**config.mk**
```make
export PLATFORM = sky130hd
export DESIGN_NAME = rkt_top
export DESIGN_NICKNAME = d
export VERILOG_FILES = /design/src/common/rkt_pkg.sv /design/src/hdl/rkt_top.sv
export SDC_FILE = /design/constraint.sdc
export NUM_CORES = 1
export LEC_CHECK = 0
export ABC_AREA = 0
export BUFFER_PORTS_ARGS = -buffer_cell sky130_fd_sc_hd__buf_2
export CORE_ASPECT_RATIO = 0.6
export CORE_MARGIN = 3
export CORE_UTILIZATION = 49
export CTS_CLUSTER_SIZE = 40
export DETAILED_ROUTE_END_ITERATION = 7
export GPL_TIMING_DRIVEN = 0
export PLACE_DENSITY = 0.72
export SYNTH_ARGS = -nofsm -noshare
export SYNTH_HDL_FRONTEND = slang
export SYNTH_SLANG_ARGS = --single-unit
```
**constraint.sdc**
```tcl
create_clock -name core_clk -period 5.3 [get_ports core_clk]
set_clock_uncertainty 0.1 [all_clocks]
set_input_delay 0.265 -clock core_clk [delete_from_list [all_inputs] [get_ports core_clk]]
set_output_delay 0.265 -clock core_clk [all_outputs]
set_load 0.01 [all_outputs]
```
**src/common/rkt_pkg.sv**
```systemverilog
// Constants, register map and state encoding for the remote keypad code transmitter
`default_nettype none

package rkt_pkg;

  // Core clock and oscillator timing
  localparam int CLK_PERIOD_NS  = 50;                              // 20 MHz core clock
  localparam int BIT_TIME_NS    = 1778000;                         // Typical bit-time
  localparam int OSC_PER_BIT    = 768;                             // Oscillator periods per bit
  localparam int OSC_PERIOD_NS  = BIT_TIME_NS / OSC_PER_BIT;       // Typical period, rounded down
  localparam int OSC_DIV_CYC    = OSC_PERIOD_NS / CLK_PERIOD_NS;   // Core cycles per osc period

  // Bit-time based sequence lengths
  localparam int DEB_BITS       = 18;                              // Uninterrupted contact time
  localparam int REP_BITS       = 4 * 16;                          // Frame repetition interval
  localparam int FRAME_BITS     = 14;                              // Start 2, toggle 1, sys 5, cmd 6
  localparam int SCAN_STEPS     = 8;                               // Strobe lines per pass
  localparam int SCAN_PASSES    = 2;                               // Scan passes before a frame
  localparam int SCAN_STEP_TICKS = OSC_PER_BIT / SCAN_STEPS;       // One strobe step
  localparam int SCAN_BITS      = SCAN_STEPS * SCAN_PASSES * SCAN_STEP_TICKS / OSC_PER_BIT;
  localparam int GAP_BITS       = REP_BITS - FRAME_BITS - SCAN_BITS;
  localparam int FAST_SCAN_DIV  = 3 * 2 ** 3;                      // Test speed-up of scanning
  localparam int FAST_READ_DIV  = 3 * 2 ** 7;                      // Test speed-up of read-out
  localparam int CAR_DIV        = 12;                              // Carrier = osc / 12
  localparam int CAR_HIGH       = CAR_DIV / 2;                     // 50 % duty

  // Osc-tick limits per unit of each state
  localparam logic [9:0] BIT_TICKS   = 10'(OSC_PER_BIT);
  localparam logic [9:0] STEP_TICKS  = 10'(SCAN_STEP_TICKS);
  localparam logic [9:0] STEP_FAST   = 10'(SCAN_STEP_TICKS / FAST_SCAN_DIV);
  localparam logic [9:0] HALF_TICKS  = 10'(OSC_PER_BIT / 2);
  localparam logic [9:0] HALF_FAST   = 10'(OSC_PER_BIT / 2 / FAST_READ_DIV);
  localparam logic [3:0] CAR_LAST    = 4'(CAR_DIV - 1);
  localparam logic [3:0] CAR_ON_CNT  = 4'(CAR_HIGH);

  // Last unit index of each state
  localparam logic [6:0] DEB_LAST    = 7'(DEB_BITS - 1);
  localparam logic [6:0] PASS0_LAST  = 7'(SCAN_STEPS - 1);
  localparam logic [6:0] SCAN_LAST   = 7'(SCAN_STEPS * SCAN_PASSES - 1);
  localparam logic [6:0] TX_LAST     = 7'(2 * FRAME_BITS - 1);
  localparam logic [6:0] GAP_LAST    = 7'(GAP_BITS - 1);

  // Frame contents
  localparam logic [1:0] START_BITS  = 2'h3;
  localparam logic [5:0] CMD_ALL_ONES = 6'h3f;

  // Wishbone register map
  localparam int         REG_AW      = 4;
  localparam logic [3:0] REG_CTRL    = 4'h0;
  localparam logic [3:0] REG_STATUS  = 4'h4;
  localparam int         CTRL_EN_BIT = 0;
  localparam logic       CTRL_EN_RST = 1'h1;
  localparam int         STAT_STATE_LSB = 0;
  localparam int         STAT_TOGGLE_BIT = 4;
  localparam int         STAT_SYS_LSB  = 8;
  localparam int         STAT_CMD_LSB  = 16;
  localparam int         STAT_SENT_BIT = 24;

  // Sequencer states
  typedef enum logic [2:0] {
    ST_IDLE     = 3'b000,
    ST_DEBOUNCE = 3'b001,
    ST_SCAN     = 3'b010,
    ST_TX       = 3'b011,
    ST_GAP      = 3'b100
  } rkt_state_t;

endpackage

`default_nettype wire

```
**src/hdl/rkt_top.sv**
```systemverilog
// Keypad scanner and biphase remote code transmitter with Wishbone control
//
// Local design decisions: the register addresses and the Wishbone register port.
`default_nettype none

module rkt_top #(
  parameter int OSC_DIV = rkt_pkg::OSC_DIV_CYC            // Core cycles per oscillator tick
) (
  input  wire logic                        core_clk,
  input  wire logic                        reset,
  input  wire logic                        wb_cyc_i,
  input  wire logic                        wb_stb_i,
  input  wire logic                        wb_we_i,
  input  wire logic [rkt_pkg::REG_AW-1:0]  wb_adr_i,
  input  wire logic [3:0]                  wb_sel_i,
  input  wire logic [31:0]                 wb_dat_i,
  output var  logic [31:0]                 wb_dat_o,
  output var  logic                        wb_ack_o,
  input  wire logic [7:0]                  command_sense_inputs,
  input  wire logic [3:0]                  system_sense_inputs,
  input  wire logic                        single_system_select,
  input  wire logic                        test_fast_scan,
  input  wire logic                        test_fast_latch_read,
  input  wire logic                        resonator_pin,
  output var  logic [7:0]                  scan_strobe_out,
  output var  logic [7:0]                  scan_strobe_oe_n,
  output var  logic                        command_pullup_on,
  output var  logic                        system_pullup_on,
  output var  logic                        data_out,
  output var  logic                        data_oe_n,
  output var  logic                        carrier_modulated_output,
  output var  logic                        carrier_modulated_oe_n
);
  import rkt_pkg::*;

  // Index of the lowest active bit, shared by both matrices
  function automatic logic [2:0] rkt_index(input logic [7:0] v);
    logic [2:0] idx;
    idx = 3'h0;
    for (int i = 7; i >= 0; i--)
    begin
      if (v[i])
        idx = 3'(i);
    end
    return idx;
  endfunction

  // Pin synchroniser, two stages
  logic [15:0] pin_raw;                      // All asynchronous pins
  logic [15:0] pin_meta_r;                   // First stage, read by second only
  logic [15:0] pin_sync_r;                   // Safe to use
  assign pin_raw = {resonator_pin, test_fast_latch_read, test_fast_scan,
                    single_system_select, system_sense_inputs, command_sense_inputs};

  always_ff @(posedge core_clk)
  begin
    pin_meta_r <= pin_raw;
    pin_sync_r <= pin_meta_r;
  end

  wire [7:0] cmd_s    = pin_sync_r[7:0];     // Command sense, low = key
  wire [3:0] sys_s    = pin_sync_r[11:8];    // System sense, low = key
  wire       ssm_s    = pin_sync_r[12];      // Single-system mode
  wire       fscan_s  = pin_sync_r[13];      // Fast scan test
  wire       fread_s  = pin_sync_r[14];      // Fast read-out test
  wire       osc_s    = pin_sync_r[15];      // Resonator pin level

  // Registers and state
  rkt_state_t  st_r;                         // Sequencer state
  rkt_state_t  st_nxt;
  logic [15:0] div_r;                        // Oscillator divider
  logic        osc_tick_r;                   // One-cycle oscillator tick
  logic [9:0]  tick_r;                       // Osc ticks within a unit
  logic [6:0]  unit_r;                       // Bits, steps or half-bits
  logic [3:0]  car_r;                        // Carrier phase
  logic [5:0]  cmd_lat_r;                    // Command latch
  logic [4:0]  sys_lat_r;                    // System latch
  logic        cmd_found_r;                  // Command seen this scan
  logic        sys_found_r;                  // System seen this scan
  logic        seen_r;                       // Key seen in pass one
  logic [2:0]  key_step_r;                   // Strobe where it was seen
  logic        all_ones_r;                   // Send all-ones command
  logic        toggle_r;                     // Control bit of the frame
  logic        sent_r;                       // Frame completed since last flip
  logic        ctrl_en_r;                    // Software enable
  logic        ack_r;
  logic [31:0] rdat_r;
  logic [7:0]  strobe_oe_n_r;
  logic        cmd_pu_r;
  logic        sys_pu_r;
  logic        dout_r;
  logic        doe_n_r;
  logic        mout_r;

  // Key detection in the idle, debounce and gap states
  wire [7:0]  cmd_low   = ~cmd_s;
  wire [3:0]  sys_low   = ssm_s ? 4'h0 : ~sys_s;
  wire [11:0] key_lows  = {sys_low, cmd_low};
  wire        key_any   = |key_lows;
  wire        key_legal = $onehot(key_lows);

  // Unit timing: step, half-bit or bit depending on state
  wire [9:0] tick_lim = (st_r == ST_SCAN) ? (fscan_s ? STEP_FAST : STEP_TICKS) :
                        (st_r == ST_TX)   ? (fread_s ? HALF_FAST : HALF_TICKS) :
                        BIT_TICKS;
  wire       unit_done = osc_tick_r && (tick_r == tick_lim - 10'h1);
  wire       init_req  = fscan_s & fread_s & osc_s;
  wire       clr       = reset | init_req;

  // Scan decode at the end of each strobe step
  wire [2:0] step      = unit_r[2:0];
  wire       pass1     = unit_r[3];
  // Only a single low line counts
  wire       cmd_hit   = cmd_pu_r && $onehot(cmd_low);
  wire       sys_hit   = sys_pu_r && $onehot(~sys_s);
  // Command number is sense line then strobe
  wire [5:0] cmd_code  = {rkt_index(cmd_low), step};
  // System number is sense line then strobe
  wire [2:0] sys_line  = rkt_index({4'h0, ~sys_s}); // Only two low bits can be set
  wire [4:0] sys_code  = {sys_line[1:0], step};
  wire       cmd_ok    = cmd_found_r | cmd_hit;
  wire       sys_ok    = sys_found_r | sys_hit;
  wire       step_end  = (st_r == ST_SCAN) && unit_done;
  // Key vanished where it was seen
  wire       lost_key  = step_end && pass1 && !ssm_s && seen_r &&
                         (step == key_step_r) && !(cmd_hit | sys_hit);
  wire       no_system = step_end && ssm_s && (unit_r == PASS0_LAST) && !sys_ok;
  wire       scan_fin  = step_end && (unit_r == SCAN_LAST);
  wire       scan_good = ssm_s ? (cmd_ok && sys_ok) : (cmd_ok || sys_ok);

  // Frame word and biphase level
  wire [5:0]  cmd_word  = all_ones_r ? CMD_ALL_ONES : cmd_lat_r;
  wire [13:0] frame_w   = {START_BITS, toggle_r, sys_lat_r, cmd_word};
  wire [3:0]  bit_idx   = 4'(FRAME_BITS - 1) - unit_r[4:1];
  // One is low then high, zero the reverse
  wire        tx_level  = frame_w[bit_idx] ? unit_r[0] : ~unit_r[0];
  wire        car_on    = car_r < CAR_ON_CNT;

  // Wishbone decode
  wire wb_req  = wb_cyc_i & wb_stb_i & ~ack_r;
  wire wb_wr   = wb_req & wb_we_i & wb_sel_i[0] & (wb_adr_i == REG_CTRL);
  wire [31:0] status_w = (32'(st_r) << STAT_STATE_LSB) | (32'(toggle_r) << STAT_TOGGLE_BIT) |
                         (32'(sys_lat_r) << STAT_SYS_LSB) | (32'(cmd_lat_r) << STAT_CMD_LSB) |
                         (32'(sent_r) << STAT_SENT_BIT);
  wire [31:0] rd_mux   = (wb_adr_i == REG_CTRL)   ? 32'(ctrl_en_r) :
                         (wb_adr_i == REG_STATUS) ? status_w : 32'h0;

  // Next state
  always_comb
  begin
    st_nxt = st_r;
    unique case (st_r)
      ST_IDLE:
        if (ctrl_en_r && key_legal)
          st_nxt = ST_DEBOUNCE;
      ST_DEBOUNCE:
        if (!key_legal)
          st_nxt = ST_IDLE;
        else if (unit_done && unit_r == DEB_LAST)
          st_nxt = ST_SCAN;
      ST_SCAN:
        // Lost key or missing system resets
        if (lost_key || no_system)
          st_nxt = ST_IDLE;
        else if (scan_fin)
          st_nxt = scan_good ? ST_TX : ST_IDLE;
      ST_TX:
        if (unit_done && unit_r == TX_LAST)
          st_nxt = ST_GAP;
      ST_GAP:
        if (!key_any)
          st_nxt = ST_IDLE;
        // Rescan so frames repeat every 64 bits
        else if (unit_done && unit_r == GAP_LAST)
          st_nxt = ST_SCAN;
      default:
        st_nxt = ST_IDLE;
    endcase
    if (!ctrl_en_r)
      st_nxt = ST_IDLE;
  end

  // Oscillator divider and carrier phase
  always_ff @(posedge core_clk)
  begin
    if (reset)
    begin
      div_r      <= 16'h0;
      osc_tick_r <= 1'b0;
      car_r      <= 4'h0;
    end
    else
    begin
      osc_tick_r <= (div_r == 16'(OSC_DIV - 1));
      div_r      <= (div_r == 16'(OSC_DIV - 1)) ? 16'h0 : div_r + 16'h1;
      if (osc_tick_r)
        car_r <= (car_r == CAR_LAST) ? 4'h0 : car_r + 4'h1;
    end
  end

  // Sequencer and unit counters
  always_ff @(posedge core_clk)
  begin
    if (clr)
    begin
      st_r   <= ST_IDLE;
      tick_r <= 10'h0;
      unit_r <= 7'h0;
    end
    else
    begin
      st_r <= st_nxt;
      // Counters restart on every state change
      if (st_nxt != st_r)
      begin
        tick_r <= 10'h0;
        unit_r <= 7'h0;
      end
      else if (unit_done)
      begin
        tick_r <= 10'h0;
        unit_r <= unit_r + 7'h1;
      end
      else if (osc_tick_r)
        tick_r <= tick_r + 10'h1;
    end
  end

  // Code latches: cleared only by reset, never by test init
  always_ff @(posedge core_clk)
  begin
    if (reset)
    begin
      cmd_lat_r <= 6'h0;
      sys_lat_r <= 5'h0;
    end
    else if (step_end)
    begin
      if (cmd_hit)
        cmd_lat_r <= cmd_code;
      if (sys_hit)
        sys_lat_r <= sys_code;
    end
  end

  // Scan bookkeeping and frame selection
  always_ff @(posedge core_clk)
  begin
    if (clr)
    begin
      cmd_found_r <= 1'b0;
      sys_found_r <= 1'b0;
      seen_r      <= 1'b0;
      key_step_r  <= 3'h0;
      all_ones_r  <= 1'b0;
    end
    else if (st_r != ST_SCAN && st_nxt == ST_SCAN)
    begin
      cmd_found_r <= 1'b0;
      sys_found_r <= ssm_s ? 1'b0 : sys_found_r & 1'b0;
      seen_r      <= 1'b0;
    end
    else if (step_end)
    begin
      cmd_found_r <= cmd_ok;
      sys_found_r <= sys_ok;
      if ((cmd_hit | sys_hit) && !pass1)
      begin
        seen_r     <= 1'b1;
        key_step_r <= step;
      end
      if (unit_r == SCAN_LAST)
        all_ones_r <= !ssm_s && !cmd_ok;
    end
  end

  // Toggle control bit
  always_ff @(posedge core_clk)
  begin
    if (clr)
    begin
      toggle_r <= 1'b0;
      sent_r   <= 1'b0;
    end
    else if (st_r == ST_TX && st_nxt == ST_GAP)
      sent_r <= 1'b1;
    // Flip on return to idle after release
    else if (st_r != ST_IDLE && st_nxt == ST_IDLE && sent_r)
    begin
      toggle_r <= ~toggle_r;
      sent_r   <= 1'b0;
    end
  end

  // Pin drivers, all registered
  always_ff @(posedge core_clk)
  begin
    if (clr)
    begin
      strobe_oe_n_r <= 8'h00;
      cmd_pu_r      <= 1'b1;
      sys_pu_r      <= 1'b1;
      dout_r        <= 1'b0;
      doe_n_r       <= 1'b1;
      mout_r        <= 1'b0;
    end
    else
    begin
      // One strobe conducts per scan step
      strobe_oe_n_r <= (st_r == ST_SCAN) ? ~(8'h01 << step) : 8'h00;
      // Combined mode keeps both pull-ups on
      // Single mode pass one: system lines only
      // Single mode pass two: command lines only
      cmd_pu_r <= !(ssm_s && st_r == ST_SCAN && !pass1);
      sys_pu_r <= !ssm_s || (st_r == ST_SCAN && !pass1);
      dout_r   <= (st_r == ST_TX) && tx_level;
      doe_n_r  <= (st_r != ST_TX);
      mout_r   <= (st_r == ST_TX) && tx_level && car_on;
    end
  end

  // Wishbone slave: one wait state, ack for any address
  always_ff @(posedge core_clk)
  begin
    if (reset)
    begin
      ack_r     <= 1'b0;
      rdat_r    <= 32'h0;
      ctrl_en_r <= CTRL_EN_RST;
    end
    else
    begin
      ack_r  <= wb_req;
      rdat_r <= wb_req ? rd_mux : 32'h0;
      if (wb_wr)
        ctrl_en_r <= wb_dat_i[CTRL_EN_BIT];
    end
  end

  assign wb_ack_o                 = ack_r;
  assign wb_dat_o                 = rdat_r;
  assign scan_strobe_out          = 8'h00;
  assign scan_strobe_oe_n         = strobe_oe_n_r;
  assign command_pullup_on        = cmd_pu_r;
  assign system_pullup_on         = sys_pu_r;
  assign data_out                 = dout_r;
  assign data_oe_n                = doe_n_r;
  assign carrier_modulated_output = mout_r;
  assign carrier_modulated_oe_n   = doe_n_r;

  // Checks
  a_idle_quiet: assert property (@(posedge core_clk) disable iff (clr)
    st_r == ST_IDLE |=> scan_strobe_oe_n == 8'h00 && data_oe_n)
    else $error("idle state left a strobe off or output driven");

  a_scan_onehot: assert property (@(posedge core_clk) disable iff (clr)
    st_r == ST_SCAN && $past(st_r) == ST_SCAN |=> $onehot(~scan_strobe_oe_n))
    else $error("scan does not drive exactly one strobe");

  a_debounce_len: assert property (@(posedge core_clk) disable iff (clr)
    st_r == ST_DEBOUNCE && st_nxt == ST_SCAN |-> unit_r == DEB_LAST && unit_done)
    else $error("debounce ended at wrong bit count");

  a_debounce_abort: assert property (@(posedge core_clk) disable iff (clr)
    st_r == ST_DEBOUNCE && !key_legal |=> st_r == ST_IDLE)
    else $error("broken contact did not abort debounce");

  a_frame_whole: assert property (@(posedge core_clk) disable iff (clr)
    st_r == ST_TX && !(unit_done && unit_r == TX_LAST) |=> st_r == ST_TX)
    else $error("frame cut short");

  a_frame_len: assert property (@(posedge core_clk) disable iff (clr)
    st_r == ST_TX && st_nxt == ST_GAP |-> unit_r == TX_LAST)
    else $error("frame length wrong");

  a_toggle_after: assert property (@(posedge core_clk) disable iff (clr)
    toggle_r != $past(toggle_r) |-> $past(sent_r) && st_r == ST_IDLE)
    else $error("toggle flipped without a sent frame");

  a_gap_release: assert property (@(posedge core_clk) disable iff (clr)
    st_r == ST_GAP && !key_any ##1 st_r == ST_IDLE |=> data_oe_n)
    else $error("release in gap did not quiet outputs");

  a_single_pullup: assert property (@(posedge core_clk) disable iff (clr)
    ssm_s && $stable(ssm_s) && st_r == ST_SCAN && !pass1 |=> !command_pullup_on && system_pullup_on)
    else $error("single mode pass one pull-ups wrong");

  a_wb_ack_pulse: assert property (@(posedge core_clk) disable iff (reset)
    wb_ack_o |=> !wb_ack_o)
    else $error("ack held longer than one cycle");

endmodule

`default_nettype wire

```
==> flow_summary.ini, run 1 <==
[cts]
clock_tree.root_cell = clkbuf_16
clock_insertion_delay_worst_skew_ns = 0.41
number_of_buffers_on_the_longest_clock_path = 2
cts.htree.levels = 4
cts_tree = done
clock_buffer_count_from_cts = 17
clkSinkCount = 124
clkSlewWorstSetupHoldPaths_ns = 0.05

[sta]
final_critical_path_time_including_i_o_delays_and_setup_ns = 5.130
hold_violations = 0
final.period_utilization_pct = 96.80
fmax_mhz = 194.9
report.final.slew_viol_count = 0
holdWs_ns = 0.02339
final_critical_path_setup_slack_ns = 0.1696
setup_viol = 0
worst_slew_margin_relative_to_its_limit_pct = 19.30
worst-slew-pin-transition_ns = 1.208

[power]
sequentialPowerShare_pct = 37.5
comb_power_share_pct = 11.3
power-per-cell-area_nw_per_um2 = 368.2
leakage_nw = 2.968
cell_internal_pwr_mw = 1.989
power.switching_mw = 0.5810
peakVddDrop_mv = 0.2456
power.switching_fraction_pct = 22.61
share_clk_of_total_power_pct = 51.2

[logic_synthesis]
synth.yosys.seq_area_share_pct = 45.06
post_synth_instance_area_um2 = 5509
postSynthAreaPerCell_um2 = 9.449
share_of_flip_flops_with_an_asynchronous_set_or_reset_after_synthesis_pct = 0
synth_seq_cells = 124
synth-warning-count = 0
flip_flop_cell_with_the_highest_count_after_synthesis = dfxtp_1
synthDominantAreaCellType = dfxtp_1
top_cell_type_s_share_of_synthesized_area_pct = 45.06
yosysMostFrequentCell = dfxtp_1
post_synth_num_cell_types = 75
syn-instance-count = 583
ys_top_cells_by_count = 124 x dfxtp_1, 70 x nor2_1, 39 x nand2_1
number_of_synthesized_flops_with_an_enable_pin = 0
synthTopCellsByArea = dfxtp_1 45%, ha_1 5.2%, nor2_1 4.8%

[final_layout]
layout_overhead_on_the_synthesized_area_pct = 26.71
layout.filler_cells = 823
layout.cell_area.non_filler_um2 = 6980
post-route-util_pct = 64.77
nNetsFinal = 797
antennaDiodeCount = 0
instances_no_fill = 855
fraction_of_final_layout_cells_with_drive_strength_greater_than_1_pct = 21.93

[setup_path]
maximum_fanout_count_along_the_critical_path = 5
timing.critical_path.arrival_ns = 5.31
critical_path.top_delay_family = adder cells
worstSetupEndpointType = register
crit_path_frequent_cell = fa_1
crit_path_top_delay_cell = fa_1
path_buf_inv = 4
timing.critical_path.required_ns = 5.48
critical_path_class = reg -> reg
path_cells = inv_2 > fa_1 > fa_1 > fa_1 > ha_2 > inv_1 > fa_1 > inv_2 > fa_1 > or4b_4 > nor4b_4 > a32o_1 > o2111ai_2 > nand2b_1 > a311oi_2 > o211ai_4 > buf_6 > nor3_1
worst_setup_sp_type = register
timing.critical_path.slowest_cell_delay_ns = 0.55

[placement]
dpl_worst_slack_ns = -0.1391
dp_hpwl_mm = 9.340
gp_congestion = 0.9132
cell_count_after_placement = 802
total_placed_instance_area_um2 = 6055
io_buffers = 57

[floorplan]
area_of_the_core_um2 = 10780
fp-row-count = 29
die_width_um = 142.9
die_h_um = 88.13
initial_core_utilization_pct = 51.12
num_io_pins = 116
design.die.area_um2 = 12590

[drt]
first_pass_iters = 5
vias = 4432
post_drt_wl_per_cell_um = 15.39
detail_route.iter0.violations = 394
number_of_remaining_drc_errors = 0
route.final.wire_length_mm = 13.16
detail-route-antenna-nets = 0
viasPerCell = 5.184

[grt]
met2_usage_pct = 31.60
grt_start_max_net_pins = 17
met3_usage_pct = 6.001
grt_pass1_vias = 4208
antenna_found_initial = 1
busiest_layer = met2
gr-usage-all-layers_pct = 21.76
globalRouteMet1Util_pct = 31.13
grt_pass1_wl_mm = 21.14
grt_overflow_total = 0

[outcome]
run_status = finished, final reports clean

[min_path]
hp-class = in -> reg

[run]
max_cap_violations = 0
[metrics by stage]
| stage | setup TNS (ns) | power [mW] |
|---|---|---|
| 6_report | 0 | 2.570 |
| 5_1_grt | -0.005659 | 2.664 |
| 4_1_cts | 0 | 2.564 |
| 3_5_place_dp | -1.161 | 1.223 |
| 3_3_place_gp | -0.7245 | 1.217 |
| 2_1_floorplan | 0 | 1.164 |
[worst reg2reg max path: stages (launching register included)]
cell and delay (ns):
dfxtp_2 0.35, inv_2 0.06, fa_1 0.55, fa_1 0.42, fa_1 0.51, ha_2 0.18, inv_1 0.05, fa_1 0.52
inv_2 0.06, fa_1 0.47, or4b_4 0.53, nor4b_4 0.22, a32o_1 0.17, o2111ai_2 0.14, nand2b_1 0.13, a311oi_2 0.13
o211ai_4 0.19, buf_6 0.18, nor3_1 0.05
[timing repair]
action | CTS | global route
buffers inserted | 2 | 3
setup endpoints to repair | 14 | 17
hold buffers | 17 | 0
pin swaps | 1 | 3
cloned | 1 | 0
gates resized for setup | 6 | 7
hold endpoints to repair | 17 | 0
[metal layers]
metal	up-vias	part of all wire (%)
met5	-	0
met4	0	1.0
met3	14	8.3
met2	171	42
met1	2057	49
li1	2190	-
[state kept, by name, summed over array words and instances (netlist names), 3 cells and up]
register          flops
wb_dat_o             16
car_r                 4
pin_sync_r           16
pin_meta_r           16
cmd_lat_r             6
unit_r                7
scan_strobe_oe_n      8
div_r                16
st_r                  3
sys_lat_r             5
tick_r               10
key_step_r            3
[final cells by class]
| cell class | count | area [um2] | area share (%) |
|---|---|---|---|
| buffer | 42 | 269.0 | 3.854 |
| clock buffer | 19 | 452.9 | 6.489 |
| clock inverter | 11 | 216.5 | 3.101 |
| inverter | 29 | 108.9 | 1.559 |
| multi-input combinational | 411 | 2763 | 39.58 |
| sequential | 124 | 2485 | 35.60 |
| tap | 139 | 173.9 | 2.491 |
| timing repair buffer | 80 | 511.7 | 7.331 |
[layout by cell type, fill, tap and decap left out, drive strengths merged, types with 3 or more instances in the layout]
master,count
nor4,5
a21boi,3
nand4,15
xor2,22
nor3,19
nand3b,3
buf,92
ha,23
nor2,70
nor2b,3
o21ai,10
or4,3
nand2b,4
mux2i,9
nand2,40
or2,3
and3,10
o211ai,3
a21oi,32
clkbuf,32
and2,20
inv,28
clkinv,6
a211o,3
conb,24
a31oi,5
a211oi,3
nand3,15
dfxtp,124
dlygate4sd3,17
fa,8
xnor2,15
bufinv,6
[cell families (layout without fill, tap and decap cells)]
family / after synthesis / after routing / share of synthesized area, %
muxes: 12 / 12 / 2.521
xor gates and xnor gates: 37 / 37 / 5.882
DFF: 124 / 124 / 45.06
adders and majority gates: 31 / 31 / 8.131
other: 1 / 24 / 0.06807
buffers and inverters: 71 / 181 / 6.859
AOI/OAI and AO/OA: 80 / 80 / 10.11
and+or+nand+nor: 227 / 227 / 21.37
[power groups by stage]
stage | clock (mW) | sequential [mW] | combinational, mW
floorplan | 0 | 0.978 | 0.186
global placement | 0 | 0.981 | 0.236
detailed placement | 0 | 0.982 | 0.241
CTS | 1.33 | 0.962 | 0.276
global route | 1.37 | 0.964 | 0.326
finish | 1.32 | 0.963 | 0.291
[path summary, 6_finish.rpt]
path	slack, ns	endpoint	cells after the start	from
setup / recovery	0.17	tick_r[7]	18	pin_sync_r[0]
hold reg to reg	0.22	pin_sync_r[9]	0	pin_meta_r[9]
hold / removal	0.02	wb_ack_o	3	wb_stb_i
setup reg to reg	0.17	tick_r[7]	18	pin_sync_r[0]
(Power assumes the default switching activity.)
==> run 2, diff against run 1 <==
- PLACE_DENSITY: 0.72 -> 0.87
==> run 2 against run 1 <==
Net effect: routed wire length increased by 4.6%; highest routed layer unchanged; critical endpoint unchanged; the run now ends with setup timing left; cell count grew 0.47%; sequential share of layout area increased by 0.30 points; clock power down 19%.
==> flow_summary.ini, run 2 (synthesized netlist as in run 1, its figures left out) <==
[sta]
worst_slew_margin_relative_to_its_limit_pct = 29.60
final.period_utilization_pct = 100.2
holdWs_ns = 0.03180
setup_viol = 3
final_critical_path_setup_slack_ns = -0.008093
hold_violations = 0
worst-slew-pin-transition_ns = 1.054
rsz0062_at_grt = yes
fmax_mhz = 188.4
report.final.slew_viol_count = 0
final_critical_path_time_including_i_o_delays_and_setup_ns = 5.308

[floorplan]
fp-row-count = 29
area_of_the_core_um2 = 10780
num_io_pins = 116
die_width_um = 142.9
die_h_um = 88.13
initial_core_utilization_pct = 51.12
design.die.area_um2 = 12590

[grt]
gr-usage-all-layers_pct = 21.30
grt_pass1_vias = 4263
grt_pass1_wl_mm = 20.86
met2_usage_pct = 32.62
globalRouteMet1Util_pct = 28.51
busiest_layer = met2
met3_usage_pct = 6.874
grt_start_max_net_pins = 17
grt_overflow_total = 0
antenna_found_initial = 0

[drt]
viasPerCell = 5.384
detail_route.iter0.violations = 517
number_of_remaining_drc_errors = 0
vias = 4625
post_drt_wl_per_cell_um = 16.02
first_pass_iters = 5
detail-route-antenna-nets = 0
route.final.wire_length_mm = 13.76

[outcome]
run_status = finished, violations left
violations = setup timing

[cts]
clkSlewWorstSetupHoldPaths_ns = 0.05
clkSinkCount = 124
clock_tree.root_cell = clkbuf_16
clock_buffer_count_from_cts = 17
cts.htree.levels = 4
number_of_buffers_on_the_longest_clock_path = 2
clock_insertion_delay_worst_skew_ns = 0.42
cts_tree = done

[setup_path]
timing.critical_path.required_ns = 5.48
critical_path_class = reg -> reg
maximum_fanout_count_along_the_critical_path = 5
worstSetupEndpointType = register
worst_setup_sp_type = register
crit_path_start = pin_sync_r[3]
timing.critical_path.arrival_ns = 5.49
destination_of_the_critical_timing_path = tick_r[7]
timing.reg2reg.setup_slack_ns = -0.008
crit-reg2reg-capture = tick_r[7]
crit-reg2reg-launch = pin_sync_r[3]
reg2regPathDepth = 18

[final_layout]
post-route-util_pct = 64.26
nNetsFinal = 800
layout_overhead_on_the_synthesized_area_pct = 25.71
leading_cell_types_in_the_layout_fill_and_taps_excluded = 121 x dfxtp_1, 67 x nor2_1, 59 x buf_2
antennaDiodeCount = 0
fraction_of_final_layout_cells_with_drive_strength_greater_than_1_pct = 23.19
layout.filler_cells = 829
final_common_cell = dfxtp_1

[min_path]
hold_path_depth = 3
hp-class = in -> reg

[placement]
dp_hpwl_mm = 9.539
gp_congestion = 0.9540
io_buffers = 57

[power]
peakVddDrop_mv = 0.3076
leakage_nw = 2.928
power-per-cell-area_nw_per_um2 = 340.6
report.power.total_mw = 2.359

[run]
max_cap_violations = 0
## run 2: cell types whose count changed in the layout (fill, tap and decap cells not counted), moves of 3 or more
cell / change
bufinv_16: -5
clkbuf_1: +4
clkinv_4: -3
nor2_1: -3
## run 2: cell type report
| type | instances | area (um2) | area share (%) |
|---|---|---|---|
| plain buffers | 42 | 269.0 | 3.884 |
| clock buffers | 24 | 481.7 | 6.956 |
| clock inverters | 7 | 65.06 | 0.9395 |
| inverters | 29 | 108.9 | 1.572 |
| multi-input cells | 411 | 2803 | 40.47 |
| flip-flops and latches | 124 | 2486 | 35.90 |
| well taps | 139 | 173.9 | 2.511 |
| repair buffers | 83 | 538.0 | 7.769 |
## run 2: power by group
part           leakage [nW]  switching (mW)  internal (mW)
logic                  1.65           0.173          0.152
clock network         0.266           0.395          0.675
registers              1.01          0.0134          0.951
## run 2: per-stage QoR
step / setup TNS (ns) / worst slack (ns) / cells / cell area [um2]
after CTS: 0 / 0.001938 / 854 / 6812
after floorplan: 0 / 0.2870 / 606 / 5595
after global routing: -1.528 / -0.1133 / 859 / 6925
final: -0.02054 / -0.008093 / 859 / 6925
after detailed placement: -1.803 / -0.1858 / 802 / 6055
after global placement: -0.2644 / -0.04688 / 802 / 6055
## run 2: timing repair
action / CTS / global route
cloned: 1 / 0
gates resized for setup: 3 / 23
hold buffers: 17 / 0
endpoints found under the setup margin: 18 / 18
setup buffers: 3 / 5
endpoints found under the hold margin: 17 / 0
pin swaps: 1 / 15
## run 2: critical path, cell delays in order (launching register included)
cell	delay, ns
dfxtp_2	0.34
inv_2	0.04
fa_1	0.56
fa_1	0.45
fa_1	0.53
ha_2	0.19
inv_2	0.04
fa_1	0.53
inv_2	0.05
fa_1	0.44
or4b_4	0.59
nor4b_4	0.28
a32o_2	0.21
o2111ai_4	0.15
nand2b_1	0.13
a311oi_2	0.12
o211ai_4	0.19
buf_6	0.18
nor3_2	0.05
## run 2: worst min-delay path by stage
| stage | startpoint | end | slack [ns] |
|---|---|---|---|
| floorplan | command_sense_inputs[0] | pin_meta_r[0] | 0.19 |
| detailed placement | pin_meta_r[5] | pin_sync_r[5] | 0.21 |
| finish | wb_cyc_i | wb_ack_o | 0.03 |
| CTS | wb_cyc_i | wb_ack_o | 0.02 |
| global route | wb_cyc_i | wb_ack_o | 0.02 |
| global placement | pin_meta_r[7] | pin_sync_r[7] | 0.21 |
## run 2: metal layers
metal / share of wire [%] / up-vias
li1: - / 2192
met1: 46 / 2205
met2: 44 / 193
met3: 7.9 / 35
met4: 2.2 / 0
met5: 0 / -
==> run 3, diff against run 2 <==
- CORE_UTILIZATION: 49 -> 25
- PLACE_DENSITY: 0.87 -> 0.55
==> run 3 against run 2 <==
Net effect: clock power rose by 19%; sequential share of layout area shrank 1.1 points; routed wire length grew 1.7%; setup slack better by 0.059 ns; largest power group unchanged; via count shrank 6.4%; largest cell class unchanged; critical path type unchanged; clock-buffer cell count fell by 4; first-iteration DRC count down 35%; cell count up 16%; the flow now finishes without violations; non-clock buffer count fell by 3; sequential power about the same; worst hold slack improved by 0.027 ns; register-to-register slack better by 0.06 ns.
==> flow_summary.ini, run 3 (synthesized netlist as in run 1, its figures left out) <==
[cts]
cts_tree = done
clkSlewWorstSetupHoldPaths_ns = 0.06
clock_tree.root_cell = clkbuf_16
clock_buffer_count_from_cts = 17
number_of_buffers_on_the_longest_clock_path = 2
clock_insertion_delay_worst_skew_ns = 0.42
cts.htree.levels = 4
clkSinkCount = 124

[setup_path]
worstSetupEndpointType = register
reg2regPathDepth = 17
timing.critical_path.required_ns = 5.48
crit_path_start = pin_sync_r[0]
worst_setup_sp_type = register
maximum_fanout_count_along_the_critical_path = 7
timing.reg2reg.setup_slack_ns = 0.05
timing.critical_path.arrival_ns = 5.43
crit-reg2reg-capture = tick_r[8]
critical_path_class = reg -> reg
crit-reg2reg-launch = pin_sync_r[0]
destination_of_the_critical_timing_path = tick_r[8]

[power]
power-per-cell-area_nw_per_um2 = 353.8
report.power.total_mw = 2.526
leakage_nw = 2.943
peakVddDrop_mv = 0.2187

[placement]
dp_hpwl_mm = 10.37
io_buffers = 57
gp_congestion = 0.8694
total_placed_instance_area_um2 = 6230
dpl_worst_slack_ns = -0.2121

[drt]
route.final.wire_length_mm = 13.99
first_pass_iters = 7
detail-route-antenna-nets = 0
met2_wirelength_mm = 4.882
detail_route.iter0.violations = 334
post_drt_wl_per_cell_um = 14.03
viasPerCell = 4.344
route.top_layer_used = met4
detailroute.wirelength.met3_mm = 1.003
vias = 4331
met1_routed_length_mm = 7.848
number_of_remaining_drc_errors = 0

[floorplan]
design.die.area_um2 = 23910
initial_core_utilization_pct = 25.81
fp-row-count = 41
num_io_pins = 116
area_of_the_core_um2 = 21340
die_width_um = 197.6
die_h_um = 121.0

[sta]
final_critical_path_time_including_i_o_delays_and_setup_ns = 5.249
final.period_utilization_pct = 99.04
rsz0062_at_grt = yes
worst-slew-pin-transition_ns = 1.162
final_critical_path_setup_slack_ns = 0.05081
hold_violations = 0
setup_viol = 0
timing.setup.tns_ns = 0
report.final.slew_viol_count = 0
fmax_mhz = 190.5
worst_slew_margin_relative_to_its_limit_pct = 22.36

[final_layout]
layout_overhead_on_the_synthesized_area_pct = 29.62
final_common_cell = dfxtp_1
layout.cell_area.non_filler_um2 = 7141
fraction_of_final_layout_cells_with_drive_strength_greater_than_1_pct = 22.14
nNetsFinal = 797
layout.filler_cells = 2249
leading_cell_types_in_the_layout_fill_and_taps_excluded = 122 x dfxtp_1, 67 x nor2_1, 59 x buf_2
post-route-util_pct = 33.46
antennaDiodeCount = 0

[grt]
antenna_found_initial = 1
grt_overflow_total = 0
grt_start_max_net_pins = 17
grt_pass1_vias = 4028
grt_pass1_wl_mm = 22.15
gr-usage-all-layers_pct = 12.15

[run]
max_cap_violations = 0

[outcome]
run_status = finished, final reports clean

[min_path]
hp-class = in -> reg
-- run 3: cell count changes in the layout (fill, tap and decap cells not counted), moves of 2 or more --
cell | before | now
clkbuf_1 | 17 | 15
bufinv_16 | 1 | 5
nor3_1 | 16 | 18
clkbuf_8 | 3 | 1
buf_4 | 30 | 27
buf_6 | 6 | 4
dlygate4sd3_1 | 17 | 19
nor3_2 | 3 | 1
-- run 3: layout make-up --
type,count,area (um2),share of cell area [%]
Multi-Input combinational cell,411,2775,38.86
Sequential cell,124,2485,34.80
Timing Repair Buffer,80,513.0,7.184
Clock buffer,20,446.7,6.255
Tap cell,279,349.1,4.889
Buffer,42,269.0,3.767
Clock inverter,12,193.9,2.716
Inverter,29,108.9,1.524
-- run 3: worst min-delay path by stage --
stage	slack (ns)	endpoint	cells past startpoint	from
after CTS	0.04	wb_dat_o[0]	3	wb_adr_i[3]
final	0.06	wb_dat_o[0]	3	wb_adr_i[3]
after global placement	0.21	pin_sync_r[15]	0	pin_meta_r[15]
after global routing	0.06	wb_dat_o[0]	3	wb_adr_i[3]
after detailed placement	0.21	pin_sync_r[12]	0	pin_meta_r[12]
after floorplan	0.19	pin_meta_r[0]	0	command_sense_inputs[0]
-- run 3: what timing repair did --
| action | 4_1_cts | 5_1_grt |
|---|---|---|
| setup buffers | 1 | 2 |
| resized for setup | 4 | 13 |
| endpoints found under the setup margin | 18 | 18 |
| hold buffers | 19 | 0 |
| cloned | 1 | 0 |
| pin swaps | 1 | 5 |
| hold endpoints to repair | 18 | 0 |
-- run 3: report_power, final --
part           total [mW]  internal [mW]  leakage (nW)  switching (mW)
combinational       0.289          0.130          1.62           0.159
clock                1.27          0.843         0.310           0.431
sequential          0.963          0.950          1.01          0.0127
-- run 3: metal layers --
metal | vias to the layer above | global-route usage [%]
met1 | 1988 | 19.84
li1 | 2199 | -
met5 | - | 0
met3 | 19 | 3.885
met4 | 0 | 4.638
met2 | 125 | 13.81
-- run 3: worst max-delay path, cell delays in order, from the launching register on --
cell and delay (ns):
dfxtp_2 0.35, inv_2 0.06, fa_1 0.57, fa_1 0.44
fa_1 0.50, ha_2 0.18, inv_2 0.04, fa_1 0.52
inv_2 0.06, fa_1 0.47, or4b_4 0.54, a211oi_1 0.38
o2111ai_2 0.20, nand2b_1 0.12, a311oi_2 0.13, o211ai_4 0.20
buf_6 0.18, nor3_1 0.05
-- run 3: through the flow --
step / instances / hold slack, ns
3_5_place_dp: 942 / 0.2121
5_1_grt: 997 / 0.06500
2_1_floorplan: 606 / 0.1927
4_1_cts: 995 / 0.04071
3_3_place_gp: 942 / 0.2137
6_report: 997 / 0.05863
